$ cat src/core/umsf_pkg.sv
// Purpose: shared constants and types of the serial channel status block
// Assumes: one channel per instance, 125 MHz sys_clk
// Notes: receiver clock runs at sixteen times the bit rate
`default_nettype none

package umsf_pkg;
   // ------------------------------------------------
   // register offsets
   // ------------------------------------------------
   localparam logic [2:0] OFF_DATA = 3'h0;
   localparam logic [2:0] OFF_IER = 3'h1;
   localparam logic [2:0] OFF_IIR = 3'h2;
   localparam logic [2:0] OFF_LCR = 3'h3;
   localparam logic [2:0] OFF_MCR = 3'h4;
   localparam logic [2:0] OFF_LSR = 3'h5;
   localparam logic [2:0] OFF_MSR = 3'h6;
   localparam logic [2:0] OFF_SCR = 3'h7;
   // ------------------------------------------------
   // field positions
   // ------------------------------------------------
   localparam int IER_RX = 0;
   localparam int IER_TX = 1;
   localparam int IER_LS = 2;
   localparam int IER_MS = 3;
   localparam int FCR_EN = 0;
   localparam int FCR_RXCLR = 1;
   localparam int FCR_TXCLR = 2;
   localparam int LCR_STB = 2;
   localparam int LCR_PEN = 3;
   localparam int MCR_LOOP = 4;
   // ------------------------------------------------
   // identification codes and trigger levels
   // ------------------------------------------------
   localparam logic [3:0] ID_NONE = 4'h1;
   localparam logic [3:0] ID_RLS = 4'h6;
   localparam logic [3:0] ID_RDA = 4'h4;
   localparam logic [3:0] ID_CTO = 4'hC;
   localparam logic [3:0] ID_TX_HOLDING_EMPTY = 4'h2;
   localparam logic [3:0] ID_MS = 4'h0;
   localparam logic [4:0] TRIG_01 = 5'h01;
   localparam logic [4:0] TRIG_04 = 5'h04;
   localparam logic [4:0] TRIG_08 = 5'h08;
   localparam logic [4:0] TRIG_14 = 5'h0E;
   // ------------------------------------------------
   // sizes, counts and reset values
   // ------------------------------------------------
   localparam int FIFO_DEPTH = 16;
   localparam int PTR_W = 4;
   localparam int CNT_W = 5;
   localparam int RX_W = 11;
   localparam int TX_W = 8;
   localparam logic [4:0] FIFO_FULL = 5'h10;
   localparam logic [9:0] TICKS_PER_BIT = 10'h010;
   localparam logic [9:0] TIMEOUT_CHARS = 10'h004;
   localparam logic [3:0] CHAR_BITS_MIN = 4'h7;
   localparam logic [7:0] RST_REG = 8'h00;
   localparam logic [18:0] PIN_IDLE = 19'h7FFFF;
   typedef enum logic [2:0] {
      TH_BUSY = 3'b001,
      TH_WAIT = 3'b010,
      TH_EMPTY = 3'b100
   } umsf_tx_holding_empty_type;
endpackage

`default_nettype wire

$ cat src/core/umsf_fifo_if.sv
// Purpose: queue connection between the channel core and its fifos
// Assumes: push and pop are one-cycle requests
// Notes: owner drives requests, store answers with state
`default_nettype none

interface umsf_fifo_if #(parameter int W = 8);
   import umsf_pkg::*;
   logic push;
   logic pop;
   logic clear;
   logic full;
   logic empty;
   logic [W-1:0] pushData;
   logic [W-1:0] popData;
   logic [CNT_W-1:0] count;
   modport owner(output push, pop, clear, pushData, input popData, count, full, empty);
   modport store(input push, pop, clear, pushData, output popData, count, full, empty);
endinterface

`default_nettype wire

$ cat src/core/umsf_fifo.sv
// Purpose: sixteen entry character queue
// Assumes: push when full and pop when empty are ignored
// Notes: clear wins over push and pop
`default_nettype none

module umsf_fifo #(parameter int W = 8) (
   // clock and reset
   input wire logic sys_clk,
   input wire logic rst,
   // queue port
   umsf_fifo_if.store q
);
   import umsf_pkg::*;

   logic [W-1:0] mem [FIFO_DEPTH];
   logic [PTR_W-1:0] wrPtr;
   logic [PTR_W-1:0] rdPtr;
   logic [CNT_W-1:0] count;
   logic doPush;
   logic doPop;

   assign doPush = q.push & (count != FIFO_FULL);
   assign doPop = q.pop & (count != '0);

   always_ff @(posedge sys_clk) begin
      if (doPush) begin
         mem[wrPtr] <= q.pushData;
      end
   end

   always_ff @(posedge sys_clk) begin
      if (rst || q.clear) begin
         wrPtr <= '0;
         rdPtr <= '0;
         count <= '0;
      end else begin
         if (doPush) begin
            wrPtr <= wrPtr + PTR_W'(1);
         end
         if (doPop) begin
            rdPtr <= rdPtr + PTR_W'(1);
         end
         count <= count + CNT_W'(doPush) - CNT_W'(doPop);
      end
   end

   assign q.popData = mem[rdPtr];
   assign q.count = count;
   assign q.full = (count == FIFO_FULL);
   assign q.empty = (count == '0);
endmodule

`default_nettype wire

$ cat src/core/umsf_core.sv
// Purpose: one serial channel: modem status, fifo interrupts, line status
// Assumes: host strobes and modem pins are asynchronous; shift logic is local
// Notes: baud generator and serial shifters live outside this block
//
// Notes on behaviour
// - change bits set on toggle, cleared by read
// - bit0 cts, bit1 dsr, bit3 carrier change
// - bit2 only on ring pin rising
// - any change bit plus enable raises interrupt
// - bits 4..7 show inverted modem pins
// - loop mode shows control bits instead
// - receive interrupt follows fill versus trigger
// - line status beats received data
// - data ready set on push, clear empty
// - timeout after four idle character times
// - second stop bit counts in timeout
// - character time counted in receiver clocks
// - pending timeout cleared by one read
// - idle timer restarts on push or read
// - tx empty interrupt, cleared by write/ident
// - single byte empty indication delayed
// - first tx interrupt after mode change immediate
// - timeout shares receive priority, empty shares tx
// - disabled enables give polled operation
// - polled status through line state bits
// - polled mode hides trigger and timeout
// - fcr bits 7:6 select trigger level
// - ier bit0 enables data and timeout
`default_nettype none

module umsf_core (
   // clock and reset
   input wire logic sys_clk,
   input wire logic rst,
   // host register bus pins
   input wire logic csN,
   input wire logic iorN,
   input wire logic iowN,
   input wire logic [2:0] regAddr,
   input wire logic [7:0] busIn,
   output logic [7:0] busOut,
   output logic busOeN,
   // modem pins
   input wire logic ctsN,
   input wire logic dsrN,
   input wire logic riN,
   input wire logic rlsdN,
   output logic rtsN,
   output logic dtrN,
   // receiver clock pin
   input wire logic rclk,
   // receive shift path
   input wire logic rxPush,
   input wire logic [7:0] rxChar,
   input wire logic rxParityErr,
   input wire logic rxFrameErr,
   input wire logic rxBreak,
   // transmit shift path
   input wire logic txTake,
   input wire logic txShiftEmpty,
   output logic txValid,
   output logic [7:0] txData,
   // interrupt
   output logic irq
);
   import umsf_pkg::*;

   // ------------------------------------------------
   // declarations
   // ------------------------------------------------
   logic [18:0] syncA;
   logic [18:0] syncB;
   logic [18:0] syncC;
   logic [2:0] cAddr;
   logic [7:0] cData;
   logic rdEnd;
   logic wrEnd;
   logic rclkTick;
   logic rdData;
   logic rdIir;
   logic rdLsr;
   logic rdMsr;
   logic wrData;
   logic wrFcr;
   logic wrIer;
   logic [3:0] ier;
   logic [7:0] lcr;
   logic [4:0] modem_control;
   logic [7:0] scr;
   logic fifoEn;
   logic [1:0] trigSel;
   logic [4:0] trigLevel;
   logic fcrChange;
   logic fcrFresh;
   logic [3:0] lvl;
   logic [3:0] lvlPrev;
   logic [3:0] chg;
   logic [3:0] msrDelta;
   logic headSeen;
   logic [2:0] lsrErr;
   logic ovr;
   logic [CNT_W-1:0] errCount;
   logic [3:0] charBits;
   logic [9:0] charTicks;
   logic [9:0] toLimit;
   logic [9:0] tickCnt;
   logic toPend;
   umsf_tx_holding_empty_type thState;
   logic [9:0] thCnt;
   logic twoSeen;
   logic tx_holding_empty;
   logic threPrev;
   logic threPend;
   logic lsAny;
   logic rdaCond;
   logic [3:0] iirId;
   logic [7:0] lsrValue;
   logic [7:0] readValue;

   umsf_fifo_if #(.W(RX_W)) rxQ ();
   umsf_fifo_if #(.W(TX_W)) txQ ();

   // ------------------------------------------------
   // fifos
   // ------------------------------------------------
   umsf_fifo #(.W(RX_W)) rxFifo (
      .sys_clk(sys_clk),
      .rst(rst),
      .q(rxQ.store)
   );
   umsf_fifo #(.W(TX_W)) txFifo (
      .sys_clk(sys_clk),
      .rst(rst),
      .q(txQ.store)
   );

   // ------------------------------------------------
   // pin synchronisers
   // ------------------------------------------------
   always_ff @(posedge sys_clk) begin
      if (rst) begin
         syncA <= PIN_IDLE;
         syncB <= PIN_IDLE;
         syncC <= PIN_IDLE;
      end else begin
         syncA <= {csN, iorN, iowN, regAddr, busIn, ctsN, dsrN, riN, rlsdN, rclk};
         syncB <= syncA;
         syncC <= syncB;
      end
   end

   assign cAddr = syncC[15:13];
   assign cData = syncC[12:5];
   assign rdEnd = ~syncC[18] & ~syncC[17] & syncB[17];
   assign wrEnd = ~syncC[18] & ~syncC[16] & syncB[16];
   assign rclkTick = syncB[0] & ~syncC[0];
   assign rdData = rdEnd & (cAddr == OFF_DATA);
   assign rdIir = rdEnd & (cAddr == OFF_IIR);
   assign rdLsr = rdEnd & (cAddr == OFF_LSR);
   assign rdMsr = rdEnd & (cAddr == OFF_MSR);
   assign wrData = wrEnd & (cAddr == OFF_DATA);
   assign wrFcr = wrEnd & (cAddr == OFF_IIR);
   assign wrIer = wrEnd & (cAddr == OFF_IER);
   assign fcrChange = wrFcr & (cData[FCR_EN] != fifoEn);

   // ------------------------------------------------
   // control registers
   // ------------------------------------------------
   always_ff @(posedge sys_clk) begin
      if (rst) begin
         ier <= RST_REG[3:0];
         lcr <= RST_REG;
         modem_control <= RST_REG[4:0];
         scr <= RST_REG;
         fifoEn <= 1'b0;
         trigSel <= RST_REG[1:0];
      end else if (wrEnd) begin
         case (cAddr)
            OFF_IER: ier <= cData[3:0];
            OFF_LCR: lcr <= cData;
            OFF_MCR: modem_control <= cData[4:0];
            OFF_SCR: scr <= cData;
            OFF_IIR: begin
               fifoEn <= cData[FCR_EN];
               if (cData[FCR_EN]) begin
                  trigSel <= cData[7:6];
               end
            end
            default: ;
         endcase
      end
   end

   always_comb begin
      case (trigSel)
         2'b00: trigLevel = TRIG_01;
         2'b01: trigLevel = TRIG_04;
         2'b10: trigLevel = TRIG_08;
         default: trigLevel = TRIG_14;
      endcase
   end

   // ------------------------------------------------
   // modem status
   // ------------------------------------------------
   assign lvl = modem_control[MCR_LOOP] ? {modem_control[3], modem_control[2], modem_control[0], modem_control[1]}
                              : ~{syncB[1], syncB[2], syncB[3], syncB[4]};
   assign chg = {lvl[3] ^ lvlPrev[3], lvlPrev[2] & ~lvl[2],
                 lvl[1] ^ lvlPrev[1], lvl[0] ^ lvlPrev[0]};

   always_ff @(posedge sys_clk) begin
      if (rst) begin
         lvlPrev <= '0;
         msrDelta <= '0;
      end else begin
         lvlPrev <= lvl;
         msrDelta <= (rdMsr ? 4'h0 : msrDelta) | chg;
      end
   end

   always_ff @(posedge sys_clk) begin
      if (rst) begin
         rtsN <= 1'b1;
         dtrN <= 1'b1;
      end else begin
         rtsN <= ~modem_control[1] | modem_control[MCR_LOOP];
         dtrN <= ~modem_control[0] | modem_control[MCR_LOOP];
      end
   end

   // ------------------------------------------------
   // receive queue and line errors
   // ------------------------------------------------
   assign rxQ.push = rxPush & ~rxQ.full;
   assign rxQ.pushData = {rxBreak, rxFrameErr, rxParityErr, rxChar};
   assign rxQ.pop = rdData & ~rxQ.empty;
   assign rxQ.clear = wrFcr & cData[FCR_EN] & cData[FCR_RXCLR];

   always_ff @(posedge sys_clk) begin
      if (rst || rxQ.clear) begin
         headSeen <= 1'b0;
      end else if (rxQ.pop) begin
         headSeen <= 1'b0;
      end else if (!rxQ.empty) begin
         headSeen <= 1'b1;
      end
   end

   always_ff @(posedge sys_clk) begin
      if (rst) begin
         lsrErr <= '0;
         ovr <= 1'b0;
      end else begin
         lsrErr <= (rdLsr ? 3'h0 : lsrErr)
                   | ((~rxQ.empty & ~headSeen) ? rxQ.popData[10:8] : 3'h0);
         ovr <= (rdLsr ? 1'b0 : ovr) | (rxPush & rxQ.full);
      end
   end

   always_ff @(posedge sys_clk) begin
      if (rst || rxQ.clear) begin
         errCount <= '0;
      end else begin
         errCount <= errCount + CNT_W'(rxQ.push & (|rxQ.pushData[10:8]))
                     - CNT_W'(rxQ.pop & (|rxQ.popData[10:8]));
      end
   end

   // ------------------------------------------------
   // character timeout
   // ------------------------------------------------
   assign charBits = CHAR_BITS_MIN + {2'b00, lcr[1:0]} + {3'b000, lcr[LCR_PEN]}
                     + {3'b000, lcr[LCR_STB]};
   assign charTicks = TICKS_PER_BIT * {6'h00, charBits};
   assign toLimit = TIMEOUT_CHARS * charTicks;

   always_ff @(posedge sys_clk) begin
      if (rst || rxQ.clear) begin
         tickCnt <= '0;
         toPend <= 1'b0;
      end else if (rxQ.pop) begin
         tickCnt <= '0;
         toPend <= 1'b0;
      end else if (rxQ.push && !toPend) begin
         tickCnt <= '0;
      end else if (rxQ.empty) begin
         tickCnt <= '0;
      end else if (rclkTick && !toPend) begin
         tickCnt <= tickCnt + 10'h001;
         if (tickCnt >= toLimit - 10'h001) begin
            toPend <= 1'b1;
         end
      end
   end

   // ------------------------------------------------
   // transmit queue and holding empty
   // ------------------------------------------------
   assign txQ.push = wrData & ~txQ.full;
   assign txQ.pushData = cData;
   assign txQ.pop = ~txQ.empty & (~txValid | txTake);
   assign txQ.clear = wrFcr & cData[FCR_EN] & cData[FCR_TXCLR];

   always_ff @(posedge sys_clk) begin
      if (rst) begin
         txValid <= 1'b0;
         txData <= RST_REG;
      end else if (txQ.pop) begin
         txValid <= 1'b1;
         txData <= txQ.popData;
      end else if (txTake) begin
         txValid <= 1'b0;
      end
   end

   always_ff @(posedge sys_clk) begin
      if (rst || tx_holding_empty) begin
         twoSeen <= 1'b0;
      end else if (txQ.count >= CNT_W'(2)) begin
         twoSeen <= 1'b1;
      end
   end

   always_ff @(posedge sys_clk) begin
      if (rst) begin
         fcrFresh <= 1'b0;
      end else if (fcrChange) begin
         fcrFresh <= 1'b1;
      end else if (threPend) begin
         fcrFresh <= 1'b0;
      end
   end

   always_ff @(posedge sys_clk) begin
      if (rst) begin
         thState <= TH_EMPTY;
         thCnt <= '0;
      end else begin
         case (thState)
            TH_BUSY: begin
               thCnt <= '0;
               if (txQ.empty) begin
                  if (twoSeen || !fifoEn || fcrFresh) begin
                     thState <= TH_EMPTY;
                  end else begin
                     thState <= TH_WAIT;
                  end
               end
            end
            TH_WAIT: begin
               if (!txQ.empty) begin
                  thState <= TH_BUSY;
               end else if (fcrFresh || thCnt >= charTicks - TICKS_PER_BIT) begin
                  thState <= TH_EMPTY;
               end else if (rclkTick) begin
                  thCnt <= thCnt + 10'h001;
               end
            end
            TH_EMPTY: begin
               if (!txQ.empty) begin
                  thState <= TH_BUSY;
               end
            end
            default: thState <= TH_EMPTY;
         endcase
      end
   end

   assign tx_holding_empty = (thState == TH_EMPTY);

   always_ff @(posedge sys_clk) begin
      if (rst) begin
         threPrev <= 1'b1;
         threPend <= 1'b0;
      end else begin
         threPrev <= tx_holding_empty;
         threPend <= (tx_holding_empty & ~threPrev)
                     | (tx_holding_empty & wrIer & cData[IER_TX] & ~ier[IER_TX])
                     | (tx_holding_empty & fcrChange)
                     | (threPend & ~wrData & ~(rdIir & (iirId == ID_TX_HOLDING_EMPTY)));
      end
   end

   // ------------------------------------------------
   // interrupt identification
   // ------------------------------------------------
   assign lsAny = ovr | (|lsrErr);
   assign rdaCond = fifoEn ? (rxQ.count >= trigLevel) : ~rxQ.empty;

   always_comb begin
      iirId = ID_NONE;
      if (ier[IER_LS] && lsAny) begin
         iirId = ID_RLS;
      end else if (ier[IER_RX] && rdaCond) begin
         iirId = ID_RDA;
      end else if (ier[IER_RX] && fifoEn && toPend) begin
         iirId = ID_CTO;
      end else if (ier[IER_TX] && threPend) begin
         iirId = ID_TX_HOLDING_EMPTY;
      end else if (ier[IER_MS] && (|msrDelta)) begin
         iirId = ID_MS;
      end
   end

   always_ff @(posedge sys_clk) begin
      if (rst) begin
         irq <= 1'b0;
      end else begin
         irq <= (iirId != ID_NONE);
      end
   end

   // ------------------------------------------------
   // read path
   // ------------------------------------------------
   assign lsrValue = {fifoEn & (errCount != '0),
                      tx_holding_empty & ~txValid & txShiftEmpty, tx_holding_empty,
                      lsrErr[2], lsrErr[1], lsrErr[0], ovr,
                      ~rxQ.empty};

   always_comb begin
      case (cAddr)
         OFF_DATA: readValue = rxQ.popData[7:0];
         OFF_IER: readValue = {4'h0, ier};
         OFF_IIR: readValue = {fifoEn, fifoEn, 2'b00, iirId};
         OFF_LCR: readValue = lcr;
         OFF_MCR: readValue = {3'h0, modem_control};
         OFF_LSR: readValue = lsrValue;
         OFF_MSR: readValue = {lvl, msrDelta};
         default: readValue = scr;
      endcase
   end

   always_ff @(posedge sys_clk) begin
      if (rst) begin
         busOut <= RST_REG;
         busOeN <= 1'b1;
      end else begin
         busOut <= readValue;
         busOeN <= syncC[18] | syncC[17];
      end
   end
endmodule

`default_nettype wire

$ cat config.mk
export PLATFORM = sky130hd
export DESIGN_NAME = umsf_core
export DESIGN_NICKNAME = d
export VERILOG_FILES = /design/src/core/umsf_pkg.sv /design/src/core/umsf_fifo_if.sv /design/src/core/umsf_fifo.sv /design/src/core/umsf_core.sv
export SDC_FILE = /design/constraint.sdc
export NUM_CORES = 1
export LEC_CHECK = 0
export BUFFER_PORTS_ARGS = -buffer_cell sky130_fd_sc_hd__clkbuf_2
export CORE_MARGIN = 5
export CORE_UTILIZATION = 35
export CTS_CLUSTER_DIAMETER = 30
export DETAILED_ROUTE_END_ITERATION = 10
export GPL_TIMING_DRIVEN = 0
export SLEW_MARGIN = 20
export SYNTH_ARGS = -nofsm -noshare
export SYNTH_HDL_FRONTEND = slang
export SYNTH_SLANG_ARGS = --single-unit
$ cat constraint.sdc
create_clock -name sys_clk -period 5.3 [get_ports sys_clk]
set_input_delay 0.53 -clock sys_clk [delete_from_list [all_inputs] [get_ports sys_clk]]
set_output_delay 0.53 -clock sys_clk [all_outputs]
set_load 0.03 [all_outputs]
# Word-level counts from Yosys, hierarchy flattened
# Memory sizes are Yosys's and may differ from the RTL's. A register that Yosys moved wholly into a read port is not among the register bits.
# Cells that the tools add are included.
# classes
mux,33
magnitude_cmp,4
bitwise_logic,73
eq_ne,25
n_addsub,17
reduce_logical,41
# op_table
operator,count
8-bit case mux with 7 select lines,1
1-bit AND,40
10-bit 2-to-1 mux,3
4-bit 2-to-1 mux,7
3-bit 2-to-1 mux,7
"10-bit by 1-bit adder with 10-bit output, second input constant",2
10-bit >= comparator,2
10-bit case mux with 2 select lines,1
1-bit NOT,18
"4-bit by 1-bit adder with 4-bit output, second input constant",4
5-bit by 1-bit adder with 5-bit output,3
"3-bit == test, second input constant",5
5-bit nonzero test,3
5-bit by 1-bit subtractor with 5-bit output,3
4-bit case mux with 3 select lines,1
1-bit 2-to-1 mux,11
"5-bit == test, second input constant",2
5-bit logical NOT,2
"2-bit inequality test, second input constant",5
"5-bit inequality test, second input constant",2
2-bit AND reduction,5
"10-bit by 1-bit subtractor with 10-bit output, second input constant",1
"3-bit by 2-bit == test with 1-bit output, second input constant",3
1-bit OR,9
other kinds (29),53
# totals
ff_bits,170
input_bits,35
memories,2
mem_bits_rw,304
elab_cells,230
# memory_table
name,words,word_bits,rd,rd_ports_with_merged_regs,wr,line_no,rtl
rxFifo.mem,16,11,1,1,1,umsf_fifo.sv:15,logic [W-1:0] mem [FIFO_DEPTH];
txFifo.mem,16,8,1,1,1,umsf_fifo.sv:15,

# Logic depth before layout (Yosys ltp)
# logic_depth
ltp_word,12
mapped_depth,16
depth_no_buf,15

# By module
# Synthesis repeated with hierarchy kept, for this count alone.
# unflattened
cells_unflattened,1371
hier_area_um2,19703.9
# by_module_without_submodules
mod,n_inst,cells_each,area_per_inst_um2,seq_area_each_um2
umsf_fifo (rxFifo),1,385,7631.1,5625.4
umsf_core,1,675,6281.0,2962.8
umsf_fifo (txFifo),1,311,5791.8,4184.0

# Worst setup path before layout
# OpenSTA, ideal clock, no wires.
# synth_timing
path_kind,reg-to-reg
from,register with a tool-made name
to,register errCount[4]
stages_incl_launch_ff,17
path_buffers,2
setup_slack_ps,1660
arrival_time_ps,3569
synth_period_minus_slack_ps,3640
cell_sequence,dfxtp_1 > clkbuf_1 > buf_2 > mux4_2 > mux4_2 > nor3_1 > nor2_1 > ha_1 > inv_1 > ha_1 > inv_1 > fa_1 > inv_1 > a21oi_1 > nor2_1 > or3_1 > a21oi_1
# synth_rtl
item,line_no,rtl
to (signal assigned),umsf_core.sv:264,errCount <= errCount + CNT_W'(rxQ.push & (|rxQ.pushData[10:8]))
to (decl),umsf_core.sv:102,logic [CNT_W-1:0] errCount;

==> results by group <==
Run status
  • Status: finished clean

Timing
  • Final setup TNS: 0 ns
  • Final clock skew: 0.02999 ns
  • Slew margin rel.: 0.2436
  • Hold Violations, Final: 0
  • Period utilisation layout: 0.8264
  • Max Fclk: 0.2283 GHz
  • Crit path time final: 4.380 ns
  • Unrepaired setup endpoints after global routing: false
  • Max Transition Viols Final: 0
  • Slew @ Worst Pin: 1.132 ns
  • Final setup viols: 0

Layout
  • Layout cells sized above 1: 0.2617
  • Register area: 12690 µm²
  • Area grow syn2layout: 24.78%
  • Nets: 1606
  • Area of the multi-input gates: 6374 µm²
  • Fillers: 4916

GRT
  • Largest net degree at the start of global routing: 23
  • Antenna violations before repair: 2
  • First-pass GRT wire length: 69490 µm
  • Aggregate global-route resource usage: 0.1492
  • Vias in the first global route: 12090
  • Global route overflow: 0

Synth
  • Net Count, Synth: 1440
  • Asr flop ratio synth: 0
  • Synth Flop Type: edfxtp_1
  • Top post-synthesis cells by area: edfxtp_1 47%, dfxtp_1 18%, mux4_2 9.7%, ha_1 3.3%, nor2_1 3.0%
  • Distinct cells, synth: 67
  • Share of the synthesized area in the top cell type: 0.4696
  • Synth warn: 0
  • Avg Inst Size Synth: 14.40 µm²
  • Area leader, netlist: edfxtp_1
  • Mapped Area: 19440 µm²
  • Sequential share of the synthesized area: 0.6530
  • #FFs+latches synth: 482
  • Number of synthesized flops with an enable pin: 304
  • Cells after Synth: 1350

Clocking
  • CTS tree: done
  • Clock sink total: 482
  • CTS H-tree depth: 3
  • Buffers inserted by post-CTS timing repair: 0
  • # hold bufs at CTS: 0
  • CTS Buf Count: 97
  • Later-pin clock latency in the skew report: 0.63 ns
  • Clock tree buffer depth: 3
  • Root Buffer: clkbuf_16
  • PostCTS Resize Cnt: 0
  • Worst-path clk slew: 0.05 ns

Hold path
  • Hold Crit Class: in -> reg
  • Worst Hold End: syncA[8]
  • Hold-critical path depth: 2
  • Min-Delay Startpoint: busIn[3]

Worst setup path
  • Capture point of the worst reg-to-reg path: errCount[4]
  • Critical path type: reg -> reg
  • Worst R2R Path Depth: 16
  • Crit. End Element: register
  • CP Launch Type: register
  • Reg2reg setup slack: 0.92 ns
  • WP data required: 5.84 ns
  • Arrival @ worst endpoint: 4.92 ns
  • CP max FO: 10

Floorplan
  • Die H: 245.7 µm
  • Core Box Area: 55090 µm²
  • DIE AREA: 60350 µm²
  • IO Pins: 56
  • Die W: 245.7 µm
  • Initial core utilization: 0.3528
  • Num rows: 86

Place
  • IO Port Bufs: 55
  • DP Wirelength: 29820 µm
  • RD Place Congestion: 0.9523

Power
  • Power, Total: 11820 µW
  • Max VDD drop: 0.0003714 V
  • Pleak: 0.008471 µW
  • Pwr Density: 487.3 nW/µm²

Drt
  • DRT Pass-1 Iters: 5
  • WL final: 44760 µm
  • DR DRC count: 0
  • Iter 0 DRT Violations: 818
  • Post-route ant nets: 0
  • Wire per inst: 19.05 µm
  • Vias: 11680
  • DR vias/cell: 4.969

Flow run
  • Maximum capacitance violations: 0
-- state kept, by name, indices dropped and copies added, names as in the netlist, 10 cells and up, named ones only --
register,count
rxFifo.mem,176
txFifo.mem,128
syncA,19
syncB,19
syncC,15
thCnt,10
tickCnt,10
-- placed cells by master, fill, tap and decap left out, types with 8 or more instances in the layout --
| cell | count |
|---|---|
| mux2_2 | 13 |
| inv_1 | 54 |
| nor3_1 | 16 |
| buf_2 | 9 |
| nand3_1 | 12 |
| clkinv_1 | 12 |
| nor3_2 | 9 |
| a21oi_1 | 46 |
| xnor2_1 | 16 |
| xor2_1 | 21 |
| nand2_1 | 66 |
| a221oi_1 | 8 |
| ha_1 | 51 |
| nand2b_1 | 14 |
| mux4_2 | 84 |
| nor2_1 | 141 |
| clkinvlp_4 | 10 |
| clkbuf_2 | 55 |
| or3_1 | 9 |
| clkinv_2 | 12 |
| clkbuf_1 | 56 |
| bufinv_16 | 11 |
| dfxtp_1 | 178 |
| nand4_1 | 16 |
| o21ai_0 | 20 |
| edfxtp_1 | 304 |
| nor2_2 | 12 |
| or2_2 | 55 |
| clkbuf_16 | 101 |
| mux2i_1 | 46 |
-- worst max-delay path, stage by stage (launching register included) --
cell and delay [ns]:
dfxtp_1 0.31, clkbuf_1 0.61, buf_2 0.46, mux4_2 0.57, mux4_2 0.56, nor3_1 0.19, nor2_1 0.07, ha_1 0.27
inv_1 0.04, ha_1 0.18, inv_1 0.07, fa_1 0.21, inv_1 0.05, a21oi_1 0.14, nor2_1 0.07, or3_1 0.35
a21oi_1 0.14
-- metrics by stage --
stage	setup slack, ns	utilization	instances	hold WS, ns	instance area, µm²
after floorplan	1.660	-	1350	0.3827	19440
after global placement	0.9453	0.3748	2153	0.3932	20650
after detailed placement	0.9012	0.3784	2165	0.3932	20850
after CTS	0.8724	0.4401	2349	0.05380	24250
after global routing	0.5025	0.4402	2349	0.06943	24250
final	0.9200	0.4402	2350	0.08895	24250
-- cell type report --
type / count / share of cell area
clock buffer: 117 / 0.1092
timing repair buffer: 67 / 0.01661
clock inverter: 67 / 0.03100
antenna: 1 / 0.0001032
sequential: 482 / 0.5233
inverter: 54 / 0.008357
buffer: 62 / 0.01006
multi-input combinational: 752 / 0.2628
tap: 748 / 0.03859
-- kinds of logic (layout without fill, tap and decap cells) --
kind of cell | count (synthesis) | count (layout) | synth area share
other | 0 | 1 | 0
muxes | 143 | 143 | 0.1285
xor gates and xnor gates | 37 | 37 | 0.01667
DFF | 482 | 482 | 0.6530
adders and majority gates | 56 | 56 | 0.03746
and+or+nand+nor | 389 | 389 | 0.09830
buffers and inverters | 116 | 367 | 0.02298
AOI/OAI and AO/OA | 127 | 127 | 0.04306
-- cell usage after synthesis (12+ instances only) --
cell / n
clkbuf_1: 46
inv_1: 54
ha_1: 51
xor2_1: 21
nand4_1: 16
nor3_1: 24
nand2_1: 66
a21oi_1: 46
mux4_2: 84
nor2_1: 153
mux2_2: 13
xnor2_1: 16
or2_2: 55
o21ai_0: 20
edfxtp_1: 304
nand3_1: 12
nand2b_1: 14
mux2i_1: 46
dfxtp_1: 178
-- how the worst max path moves through the flow --
stage	cells after the start	end
final	16	errCount[4]
after detailed placement	16	errCount[4]
after CTS	16	errCount[4]
after global routing	16	errCount[4]
after global placement	16	errCount[4]
after floorplan	16	errCount[4]
-- power by group --
| group | total, µW | internal [µW] | switching [µW] | leakage [µW] |
|---|---|---|---|---|
| clock network | 6140 | 4120 | 2020 | 0.00164 |
| registers | 4260 | 4150 | 108 | 0.00416 |
| logic | 1410 | 600 | 814 | 0.00267 |
-- layer usage --
layer	GRT usage	vias up	wire length, µm
met3	0.03424	102	2569
met1	0.1964	5814	19460
met4	0.06088	0	1403
li1	-	5405	-
met5	0	-	0
met2	0.2400	355	21320
No activity file was read; power rests on OpenSTA's default activity.
